## src/rtl/mcsr_params.svh

```systemverilog
// Offsets, field positions, reset values and timing figures of the monitor register bank.
`ifndef MCSR_PARAMS_SVH
`define MCSR_PARAMS_SVH
`define MCSR_ADDR_STEP14 7'h1e
`define MCSR_ADDR_STEP15 7'h1f
`define MCSR_ADDR_MONCFG 7'h40
`define MCSR_ADDR_MAP_LAST 7'h59
`define MCSR_RESULT_RESET 16'h0000
`define MCSR_MONCFG_RESET 16'h0000
`define MCSR_MONCFG_WMASK 16'hf107
`define MCSR_READ_IDLE 16'h0000
`define MCSR_POLY_CCITT 16'h1021
`define MCSR_POLY_ANSI 16'h8005
`define MCSR_CRC_INIT 16'hffff
`define MCSR_CLK_KHZ 200000
`define MCSR_OSC_KHZ 8192
`define MCSR_TIMEOUT_EXP 14
`define MCSR_HOST_WIN1 5120
`define MCSR_HOST_WIN2 10240
`define MCSR_HOST_WIN3 20480
`define MCSR_CMD_LAST_BIT 6'd15
`define MCSR_DATA_LAST_BIT 6'd31
`define MCSR_CRC_LAST_BIT 6'd47
`endif

```

## src/rtl/mcsr_pkg.sv

```systemverilog
// Types shared by the monitor register bank.
package mcsr_pkg;
  typedef struct packed {
    logic write;
    logic [6:0] addr;
    logic [7:0] pad;
  } mcsr_cmd_t;
  typedef struct packed {
    logic map_section_one_crc_enable;
    logic crc_poly_ansi;
    logic sclk_count_enable;
    logic timeout_enable;
    logic [2:0] rsvd_hi;
    logic fault_output_polarity;
    logic [4:0] rsvd_lo;
    logic host_loss_output_polarity;
    logic [1:0] host_loss_window_select;
  } mcsr_cfg_t;
  typedef enum logic [4:0] {
    MCSR_IDLE = 5'b00001,
    MCSR_CMD = 5'b00010,
    MCSR_DATA = 5'b00100,
    MCSR_CHECK = 5'b01000,
    MCSR_IGNORE = 5'b10000
  } mcsr_state_t;
endpackage

```

## src/rtl/mcsr_crc16.sv

```systemverilog
// Serial 16-bit CRC engine with selectable polynomial.
`timescale 1ns/1ps
`include "mcsr_params.svh"
module mcsr_crc16 (
  input wire logic clk,
  input wire logic rstn,
  input wire logic init,
  input wire logic bit_en,
  input wire logic bit_in,
  input wire logic poly_ansi,
  output logic [15:0] crc
);
  wire logic feedback = crc[15] ^ bit_in;
  wire logic [15:0] poly = poly_ansi ? `MCSR_POLY_ANSI : `MCSR_POLY_CCITT;
  wire logic [15:0] crc_next = {crc[14:0], 1'b0} ^ (feedback ? poly : 16'h0000);
  always_ff @(posedge clk or negedge rstn) begin
    if (!rstn) begin
      crc <= `MCSR_CRC_INIT;
    end else if (init) begin
      crc <= `MCSR_CRC_INIT;
    end else if (bit_en) begin
      crc <= crc_next;
    end
  end
endmodule

```

## src/rtl/mcsr_top.sv

```systemverilog
// Monitor configuration and sequencer result registers behind a serial port.
// Contract
// - Step 14 result reads back, resets zero.
// - Step 15 result at 1Fh, resets zero.
// - Bit 15 enables map CRC over 40h-59h.
// - Bit 14 picks CCITT or ANSI polynomial.
// - Bit 13 enables the clock edge counter.
// - Bit 12 checks frame ends within 2^14 ticks.
// - After timeout, remaining frame input is ignored.
// - New frame starts only at next select fall.
// - Reserved bits 11:9 read zero, ignore writes.
// - Bit 8 sets fault output polarity.
// - Host-loss watchdog windows from two-bit code.
`timescale 1ns/1ps
`include "mcsr_params.svh"
module mcsr_top #(
  parameter int TIMEOUT_TICKS = 1 << `MCSR_TIMEOUT_EXP,
  parameter int HOST_WIN1 = `MCSR_HOST_WIN1,
  parameter int HOST_WIN2 = `MCSR_HOST_WIN2,
  parameter int HOST_WIN3 = `MCSR_HOST_WIN3
) (
  input wire logic clk,
  input wire logic rstn,
  input wire logic cs_n,
  input wire logic sclk,
  input wire logic sdi,
  output logic sdo,
  output logic sdo_oe,
  input wire logic [15:0] seq_step14_in,
  input wire logic seq_step14_load,
  input wire logic [15:0] seq_step15_in,
  input wire logic seq_step15_load,
  output logic [6:0] map_addr,
  input wire logic [15:0] map_word_in,
  output logic [15:0] map_crc,
  output logic map_crc_valid,
  output logic [7:0] sclk_edge_count,
  output logic spi_timeout,
  input wire logic [7:0] fault_status,
  input wire logic [7:0] fault_mask,
  output logic fault_out,
  output logic host_loss_out
);
  localparam logic [4:0] MAP_LAST_IDX = 5'(`MCSR_ADDR_MAP_LAST - `MCSR_ADDR_MONCFG);
  localparam logic [14:0] TMO_LIMIT = 15'(TIMEOUT_TICKS);
  localparam logic [17:0] CLK_KHZ = 18'(`MCSR_CLK_KHZ);
  localparam logic [18:0] OSC_KHZ = 19'(`MCSR_OSC_KHZ);

  logic [2:0] cs_sync, sclk_sync, sdi_sync;
  mcsr_pkg::mcsr_state_t state_reg, state_next;
  logic [5:0] bit_cnt_reg;
  logic [15:0] shift_reg, data_reg, tx_reg, cfg_reg, step14_reg, step15_reg;
  mcsr_pkg::mcsr_cmd_t cmd_reg;
  logic sdo_reg, commit_reg, timeout_reg;
  logic [14:0] tmo_cnt_reg, wd_cnt_reg;
  logic [17:0] osc_acc_reg;
  logic [7:0] sclk_cnt_reg;
  logic host_lost_reg, fault_reg;
  logic [4:0] map_idx_reg;
  logic [3:0] map_bit_reg;
  logic map_wrap_reg;
  logic [15:0] map_crc_reg;
  logic map_valid_reg;
  logic [15:0] frame_crc, map_crc_run;

  always_ff @(posedge clk or negedge rstn) begin
    if (!rstn) begin
      cs_sync <= 3'h7;
      sclk_sync <= 3'h0;
      sdi_sync <= 3'h0;
    end else begin
      cs_sync <= {cs_sync[1:0], cs_n};
      sclk_sync <= {sclk_sync[1:0], sclk};
      sdi_sync <= {sdi_sync[1:0], sdi};
    end
  end

  wire logic cs_fall = cs_sync[2] & ~cs_sync[1];
  wire logic cs_rise = ~cs_sync[2] & cs_sync[1];
  wire logic sclk_rise = ~sclk_sync[2] & sclk_sync[1];
  wire logic sclk_fall = sclk_sync[2] & ~sclk_sync[1];
  wire logic sdi_bit = sdi_sync[1];
  wire mcsr_pkg::mcsr_cfg_t cfg = mcsr_pkg::mcsr_cfg_t'(cfg_reg);
  wire logic receiving = (state_reg == mcsr_pkg::MCSR_CMD) | (state_reg == mcsr_pkg::MCSR_DATA)
                         | (state_reg == mcsr_pkg::MCSR_CHECK);
  wire logic take_bit = receiving & sclk_rise;
  wire logic [15:0] word_in = {shift_reg[14:0], sdi_bit};
  wire mcsr_pkg::mcsr_cmd_t cmd_in = mcsr_pkg::mcsr_cmd_t'(word_in);
  wire logic tmo_hit = cfg.timeout_enable & receiving & (tmo_cnt_reg == TMO_LIMIT);

  wire logic [18:0] osc_sum = {1'b0, osc_acc_reg} + OSC_KHZ;
  wire logic osc_tick = osc_sum >= {1'b0, CLK_KHZ};

  always_ff @(posedge clk or negedge rstn) begin
    if (!rstn) begin
      osc_acc_reg <= 18'h00000;
    end else begin
      osc_acc_reg <= osc_tick ? 18'(osc_sum - {1'b0, CLK_KHZ}) : osc_sum[17:0];
    end
  end

  always_comb begin
    state_next = state_reg;
    case (state_reg)
      mcsr_pkg::MCSR_IDLE: begin
        if (cs_fall) begin
          state_next = mcsr_pkg::MCSR_CMD;
        end
      end
      mcsr_pkg::MCSR_CMD, mcsr_pkg::MCSR_DATA, mcsr_pkg::MCSR_CHECK: begin
        if (cs_rise) begin
          state_next = mcsr_pkg::MCSR_IDLE;
        end else if (tmo_hit) begin
          state_next = mcsr_pkg::MCSR_IGNORE;
        end else if (take_bit && bit_cnt_reg == `MCSR_CMD_LAST_BIT) begin
          state_next = mcsr_pkg::MCSR_DATA;
        end else if (take_bit && bit_cnt_reg == `MCSR_DATA_LAST_BIT) begin
          state_next = mcsr_pkg::MCSR_CHECK;
        end else if (take_bit && bit_cnt_reg == `MCSR_CRC_LAST_BIT) begin
          state_next = mcsr_pkg::MCSR_IGNORE;
        end
      end
      mcsr_pkg::MCSR_IGNORE: begin
        if (cs_rise) begin
          state_next = mcsr_pkg::MCSR_IDLE;
        end
      end
      default: begin
        state_next = mcsr_pkg::MCSR_IDLE;
      end
    endcase
  end

  wire logic [15:0] read_word = (cmd_in.addr == `MCSR_ADDR_STEP14) ? step14_reg
                              : (cmd_in.addr == `MCSR_ADDR_STEP15) ? step15_reg
                              : (cmd_in.addr == `MCSR_ADDR_MONCFG) ? cfg_reg
                              : `MCSR_READ_IDLE;
  wire logic crc_good = take_bit && bit_cnt_reg == `MCSR_CRC_LAST_BIT && word_in == frame_crc;
  wire logic cfg_write = commit_reg & cmd_reg.write & (cmd_reg.addr == `MCSR_ADDR_MONCFG);

  always_ff @(posedge clk or negedge rstn) begin
    if (!rstn) begin
      state_reg <= mcsr_pkg::MCSR_IDLE;
      bit_cnt_reg <= 6'h00;
      shift_reg <= 16'h0000;
      cmd_reg <= '0;
      data_reg <= 16'h0000;
      commit_reg <= 1'b0;
      timeout_reg <= 1'b0;
    end else begin
      state_reg <= state_next;
      commit_reg <= crc_good;
      timeout_reg <= tmo_hit & ~cs_rise;
      if (cs_fall) begin
        bit_cnt_reg <= 6'h00;
      end else if (take_bit) begin
        bit_cnt_reg <= bit_cnt_reg + 6'h01;
        shift_reg <= word_in;
        if (bit_cnt_reg == `MCSR_CMD_LAST_BIT) begin
          cmd_reg <= cmd_in;
        end
        if (bit_cnt_reg == `MCSR_DATA_LAST_BIT) begin
          data_reg <= word_in;
        end
      end
    end
  end

  always_ff @(posedge clk or negedge rstn) begin
    if (!rstn) begin
      tx_reg <= 16'h0000;
      sdo_reg <= 1'b0;
    end else if (take_bit && bit_cnt_reg == `MCSR_CMD_LAST_BIT) begin
      tx_reg <= read_word;
    end else if (sclk_fall && state_reg == mcsr_pkg::MCSR_DATA) begin
      sdo_reg <= tx_reg[15];
      tx_reg <= {tx_reg[14:0], 1'b0};
    end
  end

  always_ff @(posedge clk or negedge rstn) begin
    if (!rstn) begin
      cfg_reg <= `MCSR_MONCFG_RESET;
      step14_reg <= `MCSR_RESULT_RESET;
      step15_reg <= `MCSR_RESULT_RESET;
    end else begin
      if (cfg_write) begin
        cfg_reg <= (cfg_reg & ~`MCSR_MONCFG_WMASK) | (data_reg & `MCSR_MONCFG_WMASK);
      end
      if (seq_step14_load) begin
        step14_reg <= seq_step14_in;
      end
      if (seq_step15_load) begin
        step15_reg <= seq_step15_in;
      end
    end
  end

  always_ff @(posedge clk or negedge rstn) begin
    if (!rstn) begin
      tmo_cnt_reg <= 15'h0000;
      sclk_cnt_reg <= 8'h00;
    end else begin
      if (cs_fall) begin
        tmo_cnt_reg <= 15'h0000;
      end else if (receiving && osc_tick && tmo_cnt_reg != TMO_LIMIT && !cs_rise) begin
        tmo_cnt_reg <= tmo_cnt_reg + 15'h0001;
      end
      if (cs_fall) begin
        sclk_cnt_reg <= 8'h00;
      end else if (cfg.sclk_count_enable && sclk_rise && state_reg != mcsr_pkg::MCSR_IDLE) begin
        sclk_cnt_reg <= sclk_cnt_reg + 8'h01;
      end
    end
  end

  mcsr_crc16 u_frame_crc (
    .clk(clk),
    .rstn(rstn),
    .init(cs_fall),
    .bit_en(take_bit && bit_cnt_reg <= `MCSR_DATA_LAST_BIT),
    .bit_in(sdi_bit),
    .poly_ansi(cfg.crc_poly_ansi),
    .crc(frame_crc)
  );

  wire logic [14:0] wd_limit = (cfg.host_loss_window_select == 2'b01) ? 15'(HOST_WIN1)
                             : (cfg.host_loss_window_select == 2'b10) ? 15'(HOST_WIN2)
                             : 15'(HOST_WIN3);

  always_ff @(posedge clk or negedge rstn) begin
    if (!rstn) begin
      wd_cnt_reg <= 15'h0000;
      host_lost_reg <= 1'b0;
      fault_reg <= 1'b0;
    end else begin
      fault_reg <= |(fault_status & ~fault_mask);
      if (cfg.host_loss_window_select == 2'b00) begin
        wd_cnt_reg <= 15'h0000;
        host_lost_reg <= 1'b0;
      end else if (commit_reg) begin
        wd_cnt_reg <= 15'h0000;
      end else if (osc_tick && !host_lost_reg) begin
        if (wd_cnt_reg + 15'h0001 >= wd_limit) begin
          host_lost_reg <= 1'b1;
        end else begin
          wd_cnt_reg <= wd_cnt_reg + 15'h0001;
        end
      end
    end
  end

  wire logic [6:0] map_addr_cur = `MCSR_ADDR_MONCFG + {2'b00, map_idx_reg};
  wire logic [15:0] map_word = (map_addr_cur == `MCSR_ADDR_MONCFG) ? cfg_reg : map_word_in;
  wire logic map_last = (map_idx_reg == MAP_LAST_IDX) & (map_bit_reg == 4'hf);
  wire logic map_feed = cfg.map_section_one_crc_enable & ~map_wrap_reg;

  always_ff @(posedge clk or negedge rstn) begin
    if (!rstn) begin
      map_idx_reg <= 5'h00;
      map_bit_reg <= 4'h0;
      map_wrap_reg <= 1'b0;
      map_crc_reg <= 16'h0000;
      map_valid_reg <= 1'b0;
    end else if (!cfg.map_section_one_crc_enable) begin
      map_idx_reg <= 5'h00;
      map_bit_reg <= 4'h0;
      map_wrap_reg <= 1'b0;
      map_crc_reg <= 16'h0000;
      map_valid_reg <= 1'b0;
    end else if (map_wrap_reg) begin
      map_wrap_reg <= 1'b0;
      map_crc_reg <= map_crc_run;
      map_valid_reg <= 1'b1;
    end else begin
      map_bit_reg <= map_bit_reg + 4'h1;
      if (map_bit_reg == 4'hf) begin
        map_idx_reg <= map_last ? 5'h00 : map_idx_reg + 5'h01;
      end
      map_wrap_reg <= map_last;
    end
  end

  mcsr_crc16 u_map_crc (
    .clk(clk),
    .rstn(rstn),
    .init(map_wrap_reg | ~cfg.map_section_one_crc_enable),
    .bit_en(map_feed),
    .bit_in(map_word[4'hf - map_bit_reg]),
    .poly_ansi(cfg.crc_poly_ansi),
    .crc(map_crc_run)
  );

  assign sdo = sdo_reg;
  assign sdo_oe = ~cs_sync[1];
  assign map_addr = map_addr_cur;
  assign map_crc = map_crc_reg;
  assign map_crc_valid = map_valid_reg;
  assign sclk_edge_count = sclk_cnt_reg;
  assign spi_timeout = timeout_reg;
  assign fault_out = cfg.fault_output_polarity ? fault_reg : ~fault_reg;
  assign host_loss_out = cfg.host_loss_output_polarity ? host_lost_reg : ~host_lost_reg;
endmodule

```

## config.mk

```make
export PLATFORM = sky130hd
export DESIGN_NAME = mcsr_top
export DESIGN_NICKNAME = d
export VERILOG_FILES = /design/src/rtl/mcsr_pkg.sv /design/src/rtl/mcsr_crc16.sv /design/src/rtl/mcsr_top.sv
export VERILOG_INCLUDE_DIRS = /design/src /design/src/rtl
export SDC_FILE = /design/constraint.sdc
export NUM_CORES = 1
export LEC_CHECK = 0
export BUFFER_PORTS_ARGS = -buffer_cell sky130_fd_sc_hd__buf_4
export CORE_ASPECT_RATIO = 0.7
export CORE_UTILIZATION = 55
export DETAILED_ROUTE_END_ITERATION = 8
export PLACE_DENSITY = 0.75
export SLEW_MARGIN = 20
export SYNTH_ARGS = -nofsm -noshare
export SYNTH_HDL_FRONTEND = slang
export SYNTH_SLANG_ARGS = --single-unit
```

## constraint.sdc

```tcl
create_clock -name clk -period 9.65 [get_ports clk]
set_input_delay 1.4475 -clock clk [delete_from_list [all_inputs] [get_ports clk]]
set_output_delay 1.4475 -clock clk [all_outputs]
set_load 0.03 [all_outputs]
```

==> impl_metrics.ini, run 1 <==
[synthesis]
synth_top_area_frac = 0.422
avgSynthCellArea_um2 = 10.8
ys.flop_type = dfrtp_1
synthCells = 1010
synth_edf_count = 0
synth_area_leaders = dfrtp_1 42%, dfstp_2 8.7%, mux2_2 7.1%
ys_seq_area_frac = 0.508
syn_nets = 1102
ys_warn_count = 0
yosysUniqueCellTypes = 73
ys_seq_elements = 220
synth_area_leader_cell = dfrtp_1
syn-cell-area_mm2 = 0.0109
synthArstFlopShare = 1.00

[flow_run]
maxCapViolCount = 0

[detailed_routing]
num_vias = 7900
routed_wl_um = 23100
via_per_inst = 5.76
route.detailed.drc = 0
antenna_left = 0
drt_first_pass_iters = 6
wl_per_cell_um = 16.8
first_iter_violations = 704

[timing]
max_freq_mhz = 245
worst_pin_slew_ns = 0.907
slew_viol_final = 0
rsz0062_at_grt = false
skew_ns = 0.0196
finalCriticalPeriod_ns = 4.08
fin_crit_sh = 0.423
setup_tns_ns = 0
hold_violations = 0
slew_headroom = 0.393
setup_viol = 0

[clock_network]
cts.sinks = 220
cts_max_path_buffers = 3
clkTransAtPathRegs_ns = 0.06
htreeDepth = 1
cts_resized = 0
clockRootBuffer = clkbuf_16
cts_tree = done
cts_buffers = 22
post_cts_buffers = 0
ctsHoldBuffers = 0
clock_latency_ns = 0.51

[cells_and_area]
layout_commonest_cell = dfrtp_1
n_antenna_cell = 0
drive_above_1_share = 0.248
layout_common_cells = 184 x dfrtp_1, 114 x buf_4, 88 x nand2_1
layout.nets = 1184
n_fill_cell = 1504
stdcell_count = 1372
area_growth_pct = 15.5
final_area_mm2 = 0.0126

[global_route]
grt_max_degree = 85
grt_pass1_vias = 7629
overflow = 0
grt_pass1_wl_um = 39200
antenna_found_initial = 0
track_usage = 0.237

[floorplan]
core.rowCount = 42
dieArea_mm2 = 0.0204
boundaryPins = 108
initial_utilization = 0.569
die_x_um = 170
core_mm2 = 0.0192
die_y_um = 120

[run_status]
status = finished, final reports clean

[pwr]
switching_share = 0.219
internal_power_mw = 1.47
ir_worst_vdd_uv = 115
power_mw = 1.88
switchingPower_mw = 0.412
leakagePower_nw = 5.59
combinationalPowerShare = 0.045
seqPwrFrac = 0.509
p_per_area_mw_per_mm2 = 149
clkPwrFrac = 0.446

[min_path]
min_path_type = register to register

[place]
dp_hpwl_um = 15600
io_buffer_count = 105
dpl_cell_area_mm2 = 0.0119
place_congestion = 0.853
dp.cells = 1332

[setup_path]
worst_ep_arrival_time_ns = 4.50
cp_data_required_time_ns = 10.07
crit_fanout = 13
worstSetupPathType = register to register
startpoint_type = register
setup.worst_path.end_class = register
-- final timing paths --
check / cells past startpoint / endpoint / slack (ns) / from
min in group asynchronous: 1 / wd_cnt_reg[8] / 0.94 / rstn
setup / recovery: 13 / wd_cnt_reg[9] / 5.57 / wd_cnt_reg[0]
hold reg to reg: 0 / sclk_sync[1] / 0.35 / sclk_sync[0]
setup reg to reg: 13 / wd_cnt_reg[9] / 5.57 / wd_cnt_reg[0]
hold / removal: 0 / sclk_sync[1] / 0.35 / sclk_sync[0]
max in group asynchronous: 2 / step15_reg[2] / 7.39 / rstn
-- cells by family after synthesis --
| logic type | Yosys count | synth area share |
|---|---|---|
| other cells | 2 | 0.000688 |
| compound gates | 158 | 0.103 |
| xor+xnor | 62 | 0.0497 |
| simple gates | 357 | 0.175 |
| flops | 220 | 0.508 |
| buf+inv | 86 | 0.0322 |
| mux | 104 | 0.107 |
| fa+ha+maj | 21 | 0.0241 |
-- critical path: stages, from the launching register on --
cell	delay, ns
dfrtp_1	0.40
ha_1	0.27
and2_1	0.29
and3_1	0.25
and2_0	0.29
and3_1	0.30
xor2_1	0.19
ha_1	0.27
nand3_1	0.11
o21bai_1	0.14
nor4bb_1	0.33
nand3_1	0.41
or4_1	0.60
a21oi_1	0.16
-- synthesized netlist by cell type (all sizes together) (29+ instances only) --
cell type  count
nor2          65
xor2          29
nand3         29
clkbuf        42
dfstp         36
o21ai         35
dfrtp        184
xnor2         33
mux2i         32
mux2          69
nand2         88
inv           29
-- per-stage QoR --
| step | setup slack [ns] | hold WS, ns | utilization |
|---|---|---|---|
| final | 5.57 | 0.348 | 0.657 |
| after global routing | 5.25 | 0.357 | 0.657 |
| after CTS | 5.66 | 0.351 | 0.656 |
| after detailed placement | 5.74 | 0.337 | 0.619 |
| after global placement | 5.97 | 0.333 | 0.619 |
| after floorplan | 6.21 | 0.331 | - |
-- per-layer routing --
layer	track usage	wire length, um
met5	0	0
met4	0.0377	287
met2	0.352	10200
met1	0.373	11400
met3	0.0320	1200
-- power groups by stage --
stage,sequential [mW],combinational (mW),clock (mW)
6_report,0.959,0.0848,0.838
5_1_grt,0.960,0.0954,0.893
4_1_cts,0.958,0.0864,0.856
3_5_place_dp,0.975,0.0859,0
3_3_place_gp,0.974,0.0843,0
2_1_floorplan,0.970,0.0391,0
-- cell type report --
cell class	instances	area [um2]	area share
Inverter	29	109	0.00863
Multi-Input combinational cell	704	5040	0.399
Clock inverter	6	75.1	0.00595
Sequential cell	220	5550	0.440
Timing Repair Buffer	115	871	0.0691
Clock buffer	34	636	0.0504
Tap cell	264	330	0.0262
Note: power is estimated with default switching activity, not from simulation.
==> inputs of run 2 (changes only) <==
==> constraint.sdc (replaced) <==
create_clock -name clk -period 4.25 [get_ports clk]
set_input_delay 0.6375 -clock clk [delete_from_list [all_inputs] [get_ports clk]]
set_output_delay 0.6375 -clock clk [all_outputs]
set_load 0.03 [all_outputs]
==> run 2 against run 1 <==
Utilization increased by 0.17 points. Clock power is 130% higher. Sequential share of layout area fell by 0.11 points. Combinational power rose by 130%. Hold slack lost 0.15 ns. Cell count rose by 0.36%. Largest cell class unchanged.
==> impl_metrics.ini, run 2 (synthesized netlist as in run 1, its figures left out) <==
[global_route]
antenna_found_initial = 0
grt_pass1_vias = 7704
grt_max_degree = 120
grt_pass1_wl_um = 39400
track_usage = 0.238
overflow = 0

[min_path]
min_path_type = primary input to async pin

[place]
dp_hpwl_um = 15700
io_buffer_count = 105
dpl_cell_area_mm2 = 0.0119
place_congestion = 0.841

[detailed_routing]
wl_per_cell_um = 16.7
antenna_left = 0
routed_wl_um = 23000
num_vias = 7858
first_iter_violations = 568
via_per_inst = 5.71
drt_first_pass_iters = 5
route.detailed.drc = 0

[timing]
rsz0062_at_grt = false
hold_violations = 0
setup_viol = 0
skew_ns = 0.0155
setup_tns_ns = 0
fin_crit_sh = 0.934
max_freq_mhz = 252
worst_pin_slew_ns = 1.03
slew_viol_final = 0
finalCriticalPeriod_ns = 3.97
slew_headroom = 0.310

[cells_and_area]
layout_commonest_cell = dfrtp_1
n_fill_cell = 1513
layout_common_cells = 184 x dfrtp_1, 116 x buf_4, 88 x nand2_1
n_antenna_cell = 0
area_growth_pct = 15.8
drive_above_1_share = 0.252
regArea_mm2 = 0.00555
layout.nets = 1188
final_area_mm2 = 0.0126
multi_input_area_mm2 = 0.00502

[pwr]
leakagePower_nw = 5.62
ir_worst_vdd_uv = 284
p_per_area_mw_per_mm2 = 340

[clock_network]
cts_tree = done
clkTransAtPathRegs_ns = 0.06
post_cts_buffers = 0
cts.sinks = 220
htreeDepth = 1
clockRootBuffer = clkbuf_16
ctsHoldBuffers = 0
cts_buffers = 23
cts_resized = 0
cts_max_path_buffers = 3
clock_latency_ns = 0.53

[floorplan]
core_mm2 = 0.0192
boundaryPins = 108
die_y_um = 120
die_x_um = 170
initial_utilization = 0.569
core.rowCount = 42
dieArea_mm2 = 0.0204

[setup_path]
r2r-start = wd_cnt_reg[0]
worst_ep_arrival_time_ns = 4.37
cp_data_required_time_ns = 4.65
crit_fanout = 16
startpoint_type = register
worstSetupPathType = register to register
rrSetupSlack_ns = 0.28
setup.worst_path.end_class = register
cp-startpoint = wd_cnt_reg[0]

[run_status]
status = finished, final reports clean

[flow_run]
maxCapViolCount = 0
==> run 2: changes by cell type in the layout (fill, tap and decap cells not counted), sizes merged <==
cell,before,now
clkbuf,34,36
clkinvlp,2,1
inv,29,30
clkinv,3,4
buf,115,118
bufinv,1,0
==> run 2: per-stage QoR <==
stage,power [mW],setup slack (ns),utilization,hold WS (ns),cells
floorplan,2.29,0.813,-,0.331,1010
global placement,2.40,0.548,0.621,0.334,1335
detailed placement,2.41,0.365,0.621,0.347,1335
CTS,4.34,0.327,0.659,0.199,1377
global route,4.46,0.00570,0.659,0.202,1377
finish,4.30,0.282,0.659,0.195,1377
==> run 2: worst paths after layout <==
path,to,cells after the start
worst max-delay path,wd_cnt_reg[12],13
worst min-delay path,osc_acc_reg[11],1
worst max register to register,wd_cnt_reg[12],13
worst min register to register,cs_sync[1],0
max in group asynchronous,u_map_crc.crc[15],2
min in group clk,sclk_sync[0],1
==> run 2: per-layer routing <==
| metal | GRT usage | part of all wire |
|---|---|---|
| met1 | 0.371 | 0.50 |
| met5 | 0 | 0 |
| met4 | 0.0479 | 0.018 |
| met2 | 0.354 | 0.44 |
| met3 | 0.0330 | 0.043 |
==> run 2: worst max-delay path, cell delays in order, from the launching register on <==
cell	delay (ns)
dfrtp_1	0.38
ha_1	0.27
and2_1	0.26
and3_1	0.24
and2_0	0.29
and3_1	0.26
xor2_1	0.19
ha_1	0.27
nand3_1	0.12
o21bai_1	0.14
nor4bb_1	0.36
and3_1	0.62
a31oi_1	0.19
a41o_1	0.24
==> run 2: layout make-up <==
type	count	share of cell area
clock buffer	36	0.0534
multi-input combinational	704	0.397
tap	264	0.0261
inverter	29	0.00861
sequential	220	0.439
timing repair buffer	118	0.0717
clock inverter	6	0.00376
==> run 2: power by group <==
part	switching, mW	internal, mW
Sequential	0.0298	2.15
Clock	0.832	1.10
Combinational	0.0977	0.0973
Total	0.959	3.34
==> inputs of run 3 (changes only) <==
==> constraint.sdc (replaced) <==
create_clock -name clk -period 4.11 [get_ports clk]
set_input_delay 0.6165 -clock clk [delete_from_list [all_inputs] [get_ports clk]]
set_output_delay 0.6165 -clock clk [all_outputs]
set_load 0.03 [all_outputs]
==> run 3 against run 2 <==
Flip-flop and latch count stayed put. Largest cell class unchanged. Sequential share of layout area hardly changed. Cell area hardly changed. Cell count is 0.22% lower.
==> impl_metrics.ini, run 3 (synthesized netlist as in run 1, its figures left out) <==
[setup_path]
cp_data_required_time_ns = 4.53
worst_r2r_path_depth = 13
crit_fanout = 13
rrSetupSlack_ns = 0.19
startpoint_type = register
r2r-start = wd_cnt_reg[0]
worstSetupPathType = register to register
worst_ep_arrival_time_ns = 4.35
reg2reg_to = wd_cnt_reg[8]
setup.worst_path.end_class = register

[clock_network]
htreeDepth = 1
cts_tree = done
cts.sinks = 220
ctsHoldBuffers = 0
cts_max_path_buffers = 3
clkTransAtPathRegs_ns = 0.06
cts_resized = 0
clockRootBuffer = clkbuf_16
clock_latency_ns = 0.51
post_cts_buffers = 0
cts_buffers = 22

[place]
place_ws_ns = 0.173
place_congestion = 0.854
io_buffer_count = 105
dp_hpwl_um = 15500

[cells_and_area]
n_antenna_cell = 0
regArea_mm2 = 0.00555
layout.nets = 1186
multi_input_area_mm2 = 0.00502
area_growth_pct = 15.8
layout_commonest_cell = dfrtp_1
layout_common_cells = 184 x dfrtp_1, 115 x buf_4, 88 x nand2_1
n_fill_cell = 1535
drive_above_1_share = 0.249

[timing]
worst_pin_slew_ns = 0.965
slew_headroom = 0.352
fin_crit_sh = 0.955
setup_viol = 0
max_freq_mhz = 255
skew_ns = 0.0132
setup_ws_ns = 0.186
hold_violations = 0
slew_viol_final = 0
finalCriticalPeriod_ns = 3.92
rsz0062_at_grt = true

[global_route]
grtUsageMet3 = 0.0287
track_usage = 0.235
grt_pass1_vias = 7611
use_met2 = 0.354
grt_max_degree = 124
met1_usage = 0.363
busiest_layer = met1
overflow = 0
grt_pass1_wl_um = 38900
antenna_found_initial = 0

[pwr]
power_mw = 4.50
leakagePower_nw = 5.61
ir_worst_vdd_uv = 283
p_per_area_mw_per_mm2 = 356

[detailed_routing]
drt_first_pass_iters = 6
first_iter_violations = 577
via_per_inst = 5.78
num_vias = 7945
wl_per_cell_um = 16.8
route.detailed.drc = 0
antenna_left = 0
routed_wl_um = 23100

[flow_run]
maxCapViolCount = 0

[floorplan]
die_x_um = 170
initial_utilization = 0.569
die_y_um = 120
dieArea_mm2 = 0.0204
core.rowCount = 42
core_mm2 = 0.0192
boundaryPins = 108

[run_status]
status = finished, final reports clean

[min_path]
min_path_type = primary input to async pin
run 3: worst max path at each step:
stage | end | depth (start not counted) | from
after floorplan | wd_cnt_reg[13] | 15 | wd_cnt_reg[0]
after global placement | wd_cnt_reg[9] | 13 | wd_cnt_reg[0]
after detailed placement | wd_cnt_reg[9] | 13 | wd_cnt_reg[0]
after CTS | wd_cnt_reg[9] | 13 | wd_cnt_reg[0]
after global routing | wd_cnt_reg[4] | 13 | wd_cnt_reg[0]
final | wd_cnt_reg[8] | 13 | wd_cnt_reg[0]
run 3: per-layer routing:
metal	routed length, um	share of wire
met5	0	0
met4	464	0.020
met3	1060	0.046
met2	10200	0.44
met1	11500	0.50
run 3: critical path: stages, from the launching register on:
cell and delay (ns):
dfrtp_1 0.37, ha_1 0.26, and2_1 0.25, and3_1 0.23, and2_0 0.28, and3_1 0.31, xor2_1 0.20, ha_1 0.27
nand3_1 0.10, o21bai_1 0.13, nor4bb_1 0.30, nand3_1 0.41, or4_1 0.59, a21oi_1 0.15
run 3: stage by stage:
| stage | instance area (um2) | hold slack, ns | setup TNS (ns) | util | std cells |
|---|---|---|---|---|---|
| global route | 12600 | 0.197 | -0.116 | 0.659 | 1374 |
| detailed placement | 11900 | 0.341 | 0 | 0.621 | 1334 |
| finish | 12600 | 0.169 | 0 | 0.659 | 1374 |
| CTS | 12600 | 0.192 | 0 | 0.659 | 1374 |
| floorplan | 10900 | 0.321 | 0 | - | 1010 |
| global placement | 11900 | 0.335 | 0 | 0.621 | 1334 |
run 3: area by class of cell:
class / instances / area share
inverters: 29 / 0.00861
clock inverters: 8 / 0.0104
well taps: 264 / 0.0261
clock buffers: 32 / 0.0481
flip-flops and latches: 220 / 0.439
multi-input cells: 704 / 0.397
repair buffers: 117 / 0.0710
run 3: report_power, final:
| part | switching (mW) | internal [mW] |
|---|---|---|
| registers | 0.0321 | 2.22 |
| logic | 0.102 | 0.100 |
| clock network | 0.827 | 1.22 |
